[config.mk]
export PLATFORM = sky130hd
export DESIGN_NAME = fcm_ctrl
export DESIGN_NICKNAME = d
export VERILOG_FILES = /design/src/core/fcm_pkg.sv /design/src/core/fcm_ctrl.sv /design/src/core/fcm_fault_detect.sv
export SDC_FILE = /design/constraint.sdc
export NUM_CORES = 1
export LEC_CHECK = 0
export BUFFER_PORTS_ARGS = -buffer_cell sky130_fd_sc_hd__buf_2
export CAP_MARGIN = 5
export CORE_MARGIN = 3
export CORE_UTILIZATION = 26
export CTS_CLUSTER_SIZE = 40
export DETAILED_ROUTE_END_ITERATION = 7
export PLACE_DENSITY = 0.48
export SYNTH_ARGS = -nofsm -noshare
export SYNTH_HDL_FRONTEND = slang
export SYNTH_SLANG_ARGS = --single-unit
[constraint.sdc]
create_clock -name clock_i -period 2.1 [get_ports clock_i]
set_input_delay 0.105 -clock clock_i [delete_from_list [all_inputs] [get_ports clock_i]]
set_output_delay 0.105 -clock clock_i [all_outputs]
set_load 0.005 [all_outputs]
[src/core/fcm_pkg.sv]
// constants, types and state layout for the flash program and erase control block
//
// Contract
// - Verify modes need soft_write_gate set under hw_write_pin, then write_check or wash_check.
// - Program mode: soft_write_gate with pin high, then write_arm, then write_run.
// - Erase mode: soft_write_gate with pin high, then wash_arm, then block_wash_run.
// - flash_op_ctrl resets on reset and standby; reads 0x80 with pin high, else 0x00.
// - With flash disabled, flash_op_ctrl reads 0x00 and writes are ignored.
// - soft_write_gate writable only with pin high; arm and check bits also need gate.
// - block_wash_run writable only with pin, soft_write_gate and wash_arm all high.
// - write_run writable only with pin, soft_write_gate and write_arm all high.
// - Top control bit is read-only and mirrors the pin; 0 means hardware protected.
// - In single-chip normal mode the pin is held low by the outside.
// - Fault register clears on reset and hardware standby, reads 0 when disabled, low bits zero.
// - op_fault set enters error protection; cleared only by pin reset, watchdog, hardware standby.
// - op_fault sets on array reads during program or erase, overlay RAM reads excluded.
// - op_fault sets at exception start during program or erase, listed exceptions exempt.
// - op_fault sets on sleep, software standby or bus release during program or erase.
// - Each set low block-select bit enables erasing its block; clear bits stay protected.
package fcm_pkg;

	// =========================================================
	// register map
	localparam logic [7:0] OFS_OP_CTRL = 8'h30;
	localparam logic [7:0] OFS_FAULT_STAT = 8'h31;
	localparam logic [7:0] OFS_WASH_SEL_LO = 8'h32;

	// =========================================================
	// flash_op_ctrl bit positions
	localparam int BIT_HW_WRITE = 7;
	localparam int BIT_SOFT_GATE = 6;
	localparam int BIT_WASH_ARM = 5;
	localparam int BIT_WRITE_ARM = 4;
	localparam int BIT_WASH_CHECK = 3;
	localparam int BIT_WRITE_CHECK = 2;
	localparam int BIT_WASH_RUN = 1;
	localparam int BIT_WRITE_RUN = 0;

	// flash_fault_stat bit position
	localparam int BIT_OP_FAULT = 7;

	// =========================================================
	// values after reset and fixed read values
	localparam logic [6:0] OP_CTRL_RESET = 7'h00;
	localparam logic OP_FAULT_RESET = 1'h0;
	localparam logic [7:0] WASH_SEL_RESET = 8'h00;
	localparam logic [7:0] READ_OFF = 8'h00;
	localparam logic [6:0] STAT_LOW_ZERO = 7'h00;

	// =========================================================
	// operating mode, gray coded along idle, setup, run, check
	typedef enum logic [1:0] {
		FCM_IDLE = 2'h0,
		FCM_SETUP = 2'h1,
		FCM_RUN = 2'h3,
		FCM_CHECK = 2'h2
	} fcm_mode_t;

	// =========================================================
	// whole state of the control block
	typedef struct packed {
		logic [6:0] op_ctrl;
		logic op_fault;
		logic [7:0] wash_sel;
		logic [7:0] rdata;
		fcm_mode_t mode;
		logic write_active;
		logic wash_active;
		logic write_verify;
		logic wash_verify;
		logic [7:0] block_en;
		logic protect;
	} fcm_state_t;

endpackage : fcm_pkg

[src/core/fcm_ctrl.sv]
// flash program and erase control: mode register, error flag, erase block select
`timescale 1ns/1ps
`default_nettype none

module fcm_ctrl (
	input wire logic clock_i,
	input wire logic sys_rst_i,
	input wire logic [7:0] addr_i,
	input wire logic [7:0] wdata_i,
	input wire logic wr_i,
	input wire logic rd_i,
	output logic [7:0] rdata_o,
	input wire logic hw_write_pin_i,
	input wire logic flash_en_i,
	input wire logic hw_standby_i,
	input wire logic sw_standby_i,
	input wire logic dog_timer_rst_i,
	input wire logic array_read_i,
	input wire logic overlay_read_i,
	input wire logic exc_start_i,
	input wire logic exc_exempt_i,
	input wire logic sleep_exec_i,
	input wire logic bus_release_i,
	output logic write_active_o,
	output logic wash_active_o,
	output logic write_verify_o,
	output logic wash_verify_o,
	output logic [7:0] block_en_o,
	output logic protect_o,
	output logic [1:0] mode_o
);

	// =========================================================
	// state
	fcm_pkg::fcm_state_t st;
	fcm_pkg::fcm_state_t next_st;

	logic ctrl_wr;
	logic sel_wr;
	logic [6:0] wr_ok;
	logic running;
	logic fault_set;
	logic [7:0] block_next;
	logic gate;

	// current soft gate, qualified by the pin
	assign gate = hw_write_pin_i && st.op_ctrl[fcm_pkg::BIT_SOFT_GATE];

	// program or erase is in progress while a run bit is set
	assign running = st.op_ctrl[fcm_pkg::BIT_WRITE_RUN] || st.op_ctrl[fcm_pkg::BIT_WASH_RUN];

	// =========================================================
	// error event detection
	fcm_fault_detect u_fault (
		.running_i(running),
		.array_read_i(array_read_i),
		.overlay_read_i(overlay_read_i),
		.exc_start_i(exc_start_i),
		.exc_exempt_i(exc_exempt_i),
		.sleep_exec_i(sleep_exec_i),
		.bus_release_i(bus_release_i),
		.fault_set_o(fault_set)
	);

	// =========================================================
	// per block erase enable
	genvar gi;
	generate
		for (gi = 0; gi < 8; gi++) begin : g_block
			// only the selected block sees an erase; others stay protected
			assign block_next[gi] = next_st.wash_sel[gi] && next_st.wash_active;
		end
	endgenerate

	// =========================================================
	// write gating per control bit
	always_comb begin
		wr_ok = '0;
		wr_ok[fcm_pkg::BIT_SOFT_GATE] = hw_write_pin_i;
		wr_ok[fcm_pkg::BIT_WASH_ARM] = gate;
		wr_ok[fcm_pkg::BIT_WRITE_ARM] = gate;
		wr_ok[fcm_pkg::BIT_WASH_CHECK] = gate;
		wr_ok[fcm_pkg::BIT_WRITE_CHECK] = gate;
		// run bits need their own setup bit already set
		wr_ok[fcm_pkg::BIT_WASH_RUN] = gate && st.op_ctrl[fcm_pkg::BIT_WASH_ARM];
		wr_ok[fcm_pkg::BIT_WRITE_RUN] = gate && st.op_ctrl[fcm_pkg::BIT_WRITE_ARM];
	end

	// =========================================================
	// next state
	always_comb begin
		next_st = st;
		// a disabled flash ignores every write
		ctrl_wr = wr_i && flash_en_i && (addr_i == fcm_pkg::OFS_OP_CTRL);
		sel_wr = wr_i && flash_en_i && (addr_i == fcm_pkg::OFS_WASH_SEL_LO);

		// control bits: refused bits keep their value, the rest take the data
		if (ctrl_wr) begin
			next_st.op_ctrl = (st.op_ctrl & ~wr_ok) | (wdata_i[6:0] & wr_ok);
		end
		// pin low is hardware protection: nothing soft may stay set
		if (!hw_write_pin_i) begin
			next_st.op_ctrl = fcm_pkg::OP_CTRL_RESET;
		end
		// both standby modes initialise the control register
		if (hw_standby_i || sw_standby_i) begin
			next_st.op_ctrl = fcm_pkg::OP_CTRL_RESET;
		end

		// erase block select follows the soft gate
		if (sel_wr && gate) begin
			next_st.wash_sel = wdata_i;
		end
		if (!gate || hw_standby_i || sw_standby_i) begin
			next_st.wash_sel = fcm_pkg::WASH_SEL_RESET;
		end

		// error flag: apart from pin reset, cleared by watchdog reset or hardware standby only
		if (dog_timer_rst_i || hw_standby_i) begin
			next_st.op_fault = fcm_pkg::OP_FAULT_RESET;
		end
		// a set in the same cycle as a clear wins
		if (fault_set) begin
			next_st.op_fault = 1'h1;
		end

		// mode summary from the new control bits
		if (next_st.op_ctrl[fcm_pkg::BIT_WRITE_RUN] || next_st.op_ctrl[fcm_pkg::BIT_WASH_RUN]) begin
			next_st.mode = fcm_pkg::FCM_RUN;
		end else if (next_st.op_ctrl[fcm_pkg::BIT_WRITE_CHECK]
				|| next_st.op_ctrl[fcm_pkg::BIT_WASH_CHECK]) begin
			next_st.mode = fcm_pkg::FCM_CHECK;
		end else if (next_st.op_ctrl[fcm_pkg::BIT_SOFT_GATE]) begin
			next_st.mode = fcm_pkg::FCM_SETUP;
		end else begin
			next_st.mode = fcm_pkg::FCM_IDLE;
		end

		// array drive: error protection overrides the run bits
		next_st.write_active = next_st.op_ctrl[fcm_pkg::BIT_WRITE_RUN]
			&& !next_st.op_fault && flash_en_i;
		next_st.wash_active = next_st.op_ctrl[fcm_pkg::BIT_WASH_RUN]
			&& !next_st.op_fault && flash_en_i;
		next_st.write_verify = next_st.op_ctrl[fcm_pkg::BIT_WRITE_CHECK] && flash_en_i;
		next_st.wash_verify = next_st.op_ctrl[fcm_pkg::BIT_WASH_CHECK] && flash_en_i;
		next_st.protect = next_st.op_fault;
		next_st.block_en = block_next;

		// read data stands for exactly one cycle after the strobe
		next_st.rdata = fcm_pkg::READ_OFF;
		if (rd_i) begin
			if (!flash_en_i) begin
				next_st.rdata = fcm_pkg::READ_OFF;
			end else if (addr_i == fcm_pkg::OFS_OP_CTRL) begin
				// top bit mirrors the pin, giving 0x80 or 0x00 after init
				next_st.rdata = {hw_write_pin_i, st.op_ctrl};
			end else if (addr_i == fcm_pkg::OFS_FAULT_STAT) begin
				next_st.rdata = {st.op_fault, fcm_pkg::STAT_LOW_ZERO};
			end else if (addr_i == fcm_pkg::OFS_WASH_SEL_LO) begin
				next_st.rdata = st.wash_sel;
			end else begin
				next_st.rdata = fcm_pkg::READ_OFF;
			end
		end
	end

	// =========================================================
	// state register
	always_ff @(posedge clock_i or posedge sys_rst_i) begin
		if (sys_rst_i) begin
			st.op_ctrl <= fcm_pkg::OP_CTRL_RESET;
			st.op_fault <= fcm_pkg::OP_FAULT_RESET;
			st.wash_sel <= fcm_pkg::WASH_SEL_RESET;
			st.rdata <= fcm_pkg::READ_OFF;
			st.mode <= fcm_pkg::FCM_IDLE;
			st.write_active <= 1'h0;
			st.wash_active <= 1'h0;
			st.write_verify <= 1'h0;
			st.wash_verify <= 1'h0;
			st.block_en <= 8'h00;
			st.protect <= 1'h0;
		end else begin
			st <= next_st;
		end
	end

	// =========================================================
	// outputs
	assign rdata_o = st.rdata;
	assign write_active_o = st.write_active;
	assign wash_active_o = st.wash_active;
	assign write_verify_o = st.write_verify;
	assign wash_verify_o = st.wash_verify;
	assign block_en_o = st.block_en;
	assign protect_o = st.protect;
	assign mode_o = st.mode;
endmodule : fcm_ctrl

`default_nettype wire

[src/core/fcm_fault_detect.sv]
// qualifies illegal activity during program or erase into an error set pulse
`timescale 1ns/1ps
`default_nettype none

module fcm_fault_detect (
	input wire logic running_i,
	input wire logic array_read_i,
	input wire logic overlay_read_i,
	input wire logic exc_start_i,
	input wire logic exc_exempt_i,
	input wire logic sleep_exec_i,
	input wire logic bus_release_i,
	output logic fault_set_o
);

	// =========================================================
	// event qualification
	logic read_hit;
	logic exc_hit;
	logic power_hit;

	// reads served by overlay RAM never touch the array
	assign read_hit = array_read_i && !overlay_read_i;

	// reset, illegal instruction, trap and divide by zero are exempt
	assign exc_hit = exc_start_i && !exc_exempt_i;

	// sleep, software standby entry or handing the bus away
	assign power_hit = sleep_exec_i || bus_release_i;

	assign fault_set_o = running_i && (read_hit || exc_hit || power_hit);

endmodule : fcm_fault_detect

`default_nettype wire

* Word-level counts from Yosys, hierarchy flattened
Index checks and enable logic that the tools add are counted.
** Storage, ports and cells
- Output and inout port bits :: 23
- Logic and storage cells :: 72
- Input bits :: 31
- Register bits after elaboration :: 38
** Operators by class
- Bitwise operators :: 4
- Muxes and demuxes :: 15
- Equal/unequal tests :: 4
- Reduce and logical (&&, ||, !) cells :: 38
** Operator list (count)
- 8-bit two-way mux :: 7
- 8-bit by 6-bit == test with 1-bit output, second input constant :: 3
- 1-bit logical AND :: 24
- 7-bit two-way mux :: 3
- 7-bit bitwise AND :: 2
- 1-bit logical OR :: 10
- 7-bit NOT :: 1
- 7-bit OR :: 1
- 1-bit zero test :: 4
- 2-bit two-way mux :: 2
- 1-bit two-way mux :: 3
- 3-bit by 1-bit inequality test with 1-bit output, second input constant :: 1

* Longest topological paths before layout
- Word-level depth :: 11
- Depth in mapped cells :: 6
- Mapped depth without buffers :: 4

* By module
A second synthesis with hierarchy kept.
** Unflattened totals
- Cells, all modules :: 154
- Area total of the unflattened synthesis :: 1724.2 um^2
** Modules (own cells, without submodules)
- fcm_ctrl :: area an instance 1700.4 um^2, cells each 151, seq. area each 950.9 um^2, times used 1
- fcm_fault_detect :: area an instance 23.8 um^2, cells each 3, seq. area each 0.0 um^2, times used 1

* Worst setup path before layout
OpenSTA, ideal clock, no wires.
- Path type :: register to register
- From :: reg st[38] in the netlist's numbering
- To :: reg st, in the netlist block_en_o[0]
- Arrival :: 1.443 ns
- Setup time :: 0.090 ns
- Stages on the path, launching flop included :: 7
- Path buffers :: 2
- Period minus slack after synthesis :: 1.533 ns
- Required time :: 2.010 ns
- Setup slack :: 0.567 ns
- Cells stage by stage :: dfrtp_1 -> and4_1 -> clkbuf_1 -> nand4_1 -> mux2_4 -> buf_6 -> nor3_1
** On the way
- Longest elaborated chain between the ends :: 11
- Elaborated cells on any way between the ends :: 18
- Classes of those cells :: mux: 5; bitwise: 4; reduce/logical: 9
** RTL lines
- start, declared :: line fcm_ctrl.sv:35 : fcm_pkg::fcm_state_t st;
- start signal, assigned :: line fcm_ctrl.sv:183 : st <= next_st;
- 1-bit logical AND (*) :: line fcm_ctrl.sv:47 : assign gate = hw_write_pin_i && st.op_ctrl[fcm_pkg::BIT_SOFT_GATE];
- 1-bit logical AND :: line fcm_ctrl.sv:85 : wr_ok[fcm_pkg::BIT_WASH_RUN] = gate && st.op_ctrl[fcm_pkg::BIT_WASH_ARM];
- 7-bit NOT :: line fcm_ctrl.sv:99 : next_st.op_ctrl = (st.op_ctrl & ~wr_ok) | (wdata_i[6:0] & wr_ok);
- 7-bit bitwise AND :: line fcm_ctrl.sv:99
- 7-bit OR :: line fcm_ctrl.sv:99
- 7-bit two-way mux :: line fcm_ctrl.sv:98 : if (ctrl_wr) begin
- 7-bit two-way mux :: line fcm_ctrl.sv:102 : if (!hw_write_pin_i) begin
- 7-bit two-way mux :: line fcm_ctrl.sv:106 : if (hw_standby_i || sw_standby_i) begin
- 1-bit logical AND (2 in a row) :: line fcm_ctrl.sv:143 : && !next_st.op_fault && flash_en_i;
- 1-bit logical AND (*) :: line fcm_ctrl.sv:71 : assign block_next[gi] = next_st.wash_sel[gi] && next_st.wash_active;
- net block_next[0] :: line fcm_ctrl.sv:43 : logic [7:0] block_next;
The timed path passes the listed nets; every way through them passes the cells marked *. The select of a mux whose other input is x is not followed.
A chain may end at the register's enable or synchronous reset.

* Worst setup path in the final report
- From :: reg st[33] in the netlist's numbering
- To :: reg st, in the netlist block_en_o[2]
** On the way
- Longest elaborated chain between the ends :: 8
- Elaborated cells on any way between the ends :: 12
- Classes of those cells :: mux: 4; bitwise: 2; reduce/logical: 6
** RTL lines (line)
- 7-bit bitwise AND :: fcm_ctrl.sv:99
- 7-bit OR :: fcm_ctrl.sv:99
- 7-bit two-way mux :: fcm_ctrl.sv:98
- 7-bit two-way mux :: fcm_ctrl.sv:102
- 7-bit two-way mux :: fcm_ctrl.sv:106
- 1-bit logical AND (*) (2 in a row) :: fcm_ctrl.sv:143
- 1-bit logical AND (*) :: fcm_ctrl.sv:71
- net block_next[2] :: fcm_ctrl.sv:43
Marks and branches as above.

==> impl_metrics.py <==
metrics = {
    "yosys": {
        "synthTopCellsByArea": "dfrtp_1 54%, mux2i_1 10%, buf_4 7.6%, nor2_1 5.3%, nor3_1 2.3%",
        "syn-cell-area_sq_um": 1770,
        "synth-seq-cells": 38,
        "synth_top_area_cell": "dfrtp_1",
        "ys_types": 30,
        "yosysWarnings": 0,
        "netlist.area_leader.share_pct": 53.8,
        "syn_nets": 191,
        "avgSynthCellArea_sq_um": 11.0,
        "ys_seq_area_share_pct": 53.8,
        "syn_inst": 160,
    },
    "layout": {
        "nNetsFinal": 232,
        "finish.instance_area_sq_um": 2080,
        "layout-drive-gt1-share_pct": 35.1,
        "stdcell_count": 279,
        "num_antenna_cells": 0,
        "area_growth_pct": 17.8,
    },
    "cts": {
        "insertion_delay_ns": 0.29,
        "ctsRootBufferMaster": "clkbuf_8",
        "postCtsSetupBuffers": 0,
        "cts.path.max_buffers": 2,
        "cts_tree": "built",
        "htreeDepth": 2,
        "clk_pin_slew_ns": 0.08,
        "cts.sinks": 38,
        "cts_buffers": 5,
    },
    "critical_path": {
        "cp-end-kind": "flop",
        "crit_arrival_ns": 1.96,
        "worst-path-max-fanout": 8,
        "critical_path_class": "reg2reg",
        "start_kind": "flop",
        "worstPathRequired_ns": 2.29,
    },
    "timing": {
        "setup_slack_ns": 0.338,
        "period_needed_ns": 1.76,
        "period_share_pct": 83.9,
        "maxSlewViolCount": 0,
        "fmax_mhz": 567,
        "finalHoldViolCount": 0,
        "final.setup_skew_ns": 0.00812,
        "tightest_slew_ns": 0.613,
        "final-setup-viol-count": 0,
        "final.setup.tns_ns": 0,
        "maxSlewHeadroom_pct": 58.6,
        "rsz0062_at_grt": "false",
    },
    "power_and_ir_drop": {
        "power_frac_seq_pct": 55.0,
        "p_per_area_nw_per_um2": 639,
        "power.leakage_nw": 1.13,
        "ir_drop_uv": 314,
        "intPower_mw": 1.03,
        "p_clk_share_pct": 38.8,
        "power.total_mw": 1.33,
        "p_sw_mw": 0.300,
        "combPwrFrac_pct": 6.2,
        "p_sw_share_pct": 22.5,
    },
    "floorplanning": {
        "fp-row-count": 29,
        "die_h_microns": 88.4,
        "coreArea_sq_um": 6460,
        "die_w_microns": 88.4,
        "io-pin-count": 54,
        "dieArea_sq_um": 7820,
        "initial_core_util_pct": 27.4,
    },
    "placed_design": {
        "pre_cts_slack_ns": 0.270,
        "dpl-instance-area_sq_um": 1980,
        "place_congestion": 0.779,
        "dp.cells": 270,
        "port_buffers": 53,
        "dp_hpwl_microns": 3150,
    },
    "detailed_routing": {
        "viasPerCell": 4.51,
        "drt_wl_total_microns": 4340,
        "postRouteAntennaNets": 0,
        "routedWlPerCell_microns": 15.5,
        "route.detailed.drc": 0,
        "drt-initial-drc-count": 69,
        "vias": 1257,
        "dr.pass1.iters": 4,
    },
    "global_routing": {
        "grt_usage_pct": 11.9,
        "antenna_found_initial": 0,
        "grt_max_degree": 39,
        "grt_pass1_wl_microns": 6710,
        "grt_pass1_vias": 1265,
        "gr-total-overflow": 0,
    },
    "outcome": {
        "status": "finished clean",
    },
    "worst_hold_path": {
        "hold_path_class": "in2reg",
    },
    "run": {
        "maxCapViolations": 0,
    },
}
kinds of logic (layout without fill, tap and decap cells):
logic type	Yosys count	after routing	synth area share (%)
AOI/OAI and AO/OA	6	6	3.05
buffers and inverters	28	70	10.7
DFF	38	38	53.8
muxes	21	21	12.3
and+or+nand+nor	67	67	20.1
flip-flops by register name (all words and copies together) (netlist names):
signal,cells
st,15
block_en_o,8
rdata_o,8
mode_o,2
protect_o,1
wash_active_o,1
wash_verify_o,1
write_active_o,1
write_verify_o,1
routing by layer:
layer	vias up	global-route usage, %	part of all wire, %	wire [microns]
met1	611	14.5	45	1970
met5	-	0	0	0
li1	613	-	-	-
met4	0	4.67	0.69	30
met2	31	19.7	50	2170
met3	2	3.54	4.0	175
critical path, stage by stage, from the launching register on:
cell and delay (ns):
dfrtp_1 0.42, or2_2 0.31, o41ai_1 0.12, nand4_1 0.49, nor3_1 0.33
metrics by stage:
| stage | utilization [%] | hold WS, ns |
|---|---|---|
| after floorplan | - | 0.231 |
| after global placement | 30.7 | 0.253 |
| after detailed placement | 30.7 | 0.255 |
| after CTS | 32.2 | 0.0592 |
| after global routing | 32.2 | 0.0649 |
| final | 32.2 | 0.0738 |
cell type report:
type,instances,area [sq um]
clock buffer,7,86.3
sequential,38,951
fill,696,4380
clock inverter,1,5.00
inverter,5,18.8
multi-input combinational,94,627
timing repair buffer,57,298
tap,77,96.3
power groups by stage:
stage / sequential, mW / combinational [mW] / clock, mW
finish: 0.731 / 0.0829 / 0.516
CTS: 0.731 / 0.0845 / 0.535
detailed placement: 0.746 / 0.0830 / 0
global route: 0.731 / 0.0929 / 0.585
global placement: 0.746 / 0.0832 / 0
floorplan: 0.746 / 0.0339 / 0
final timing paths:
kind	startpoint	depth (start not counted)	slack [ns]	end
max in group asynchronous	sys_rst_i	4	1.28	wash_active_o
max reg2reg	st[33]	4	0.34	block_en_o[2]
min reg2reg	st[25]	2	0.53	rdata_o[2]
min in group asynchronous	sys_rst_i	4	0.47	block_en_o[1]
max	st[33]	4	0.34	block_en_o[2]
min	rd_i	3	0.07	rdata_o[7]
synth_stat cells (all sizes together):
library cell,count
and3,2
nand3,3
o311a,1
inv,5
nor4bb,1
nand2,9
and2,2
or2,1
nand4b,1
nand3b,1
o211ai,1
mux2i,18
nand4,5
nor2b,5
a21oi,1
nor4,1
o41ai,1
nor3,8
clkbuf,2
and4,2
dfrtp,38
nor2,25
mux2,3
buf,21
o221a,2
nor3b,1
layout by cell type, fill, tap and decap left out, drive strengths merged, types with 2 or more instances in the layout:
cell | synthesis | layout
mux2 | 3 | 3
dfrtp | 38 | 38
nor3 | 8 | 8
nand2 | 9 | 9
o221a | 2 | 2
nand4 | 5 | 5
and2 | 2 | 2
mux2i | 18 | 18
nand3 | 3 | 3
buf | 21 | 56
nor2b | 5 | 5
and4 | 2 | 2
nor2 | 25 | 25
inv | 5 | 5
clkbuf | 2 | 7
and3 | 2 | 2
repair_timing:
item | CTS | global route
hold buffers | 1 | 0
gates resized for setup | 0 | 0
endpoints found under the hold margin | 38 | 0
Power figures use the tool's default switching activity.
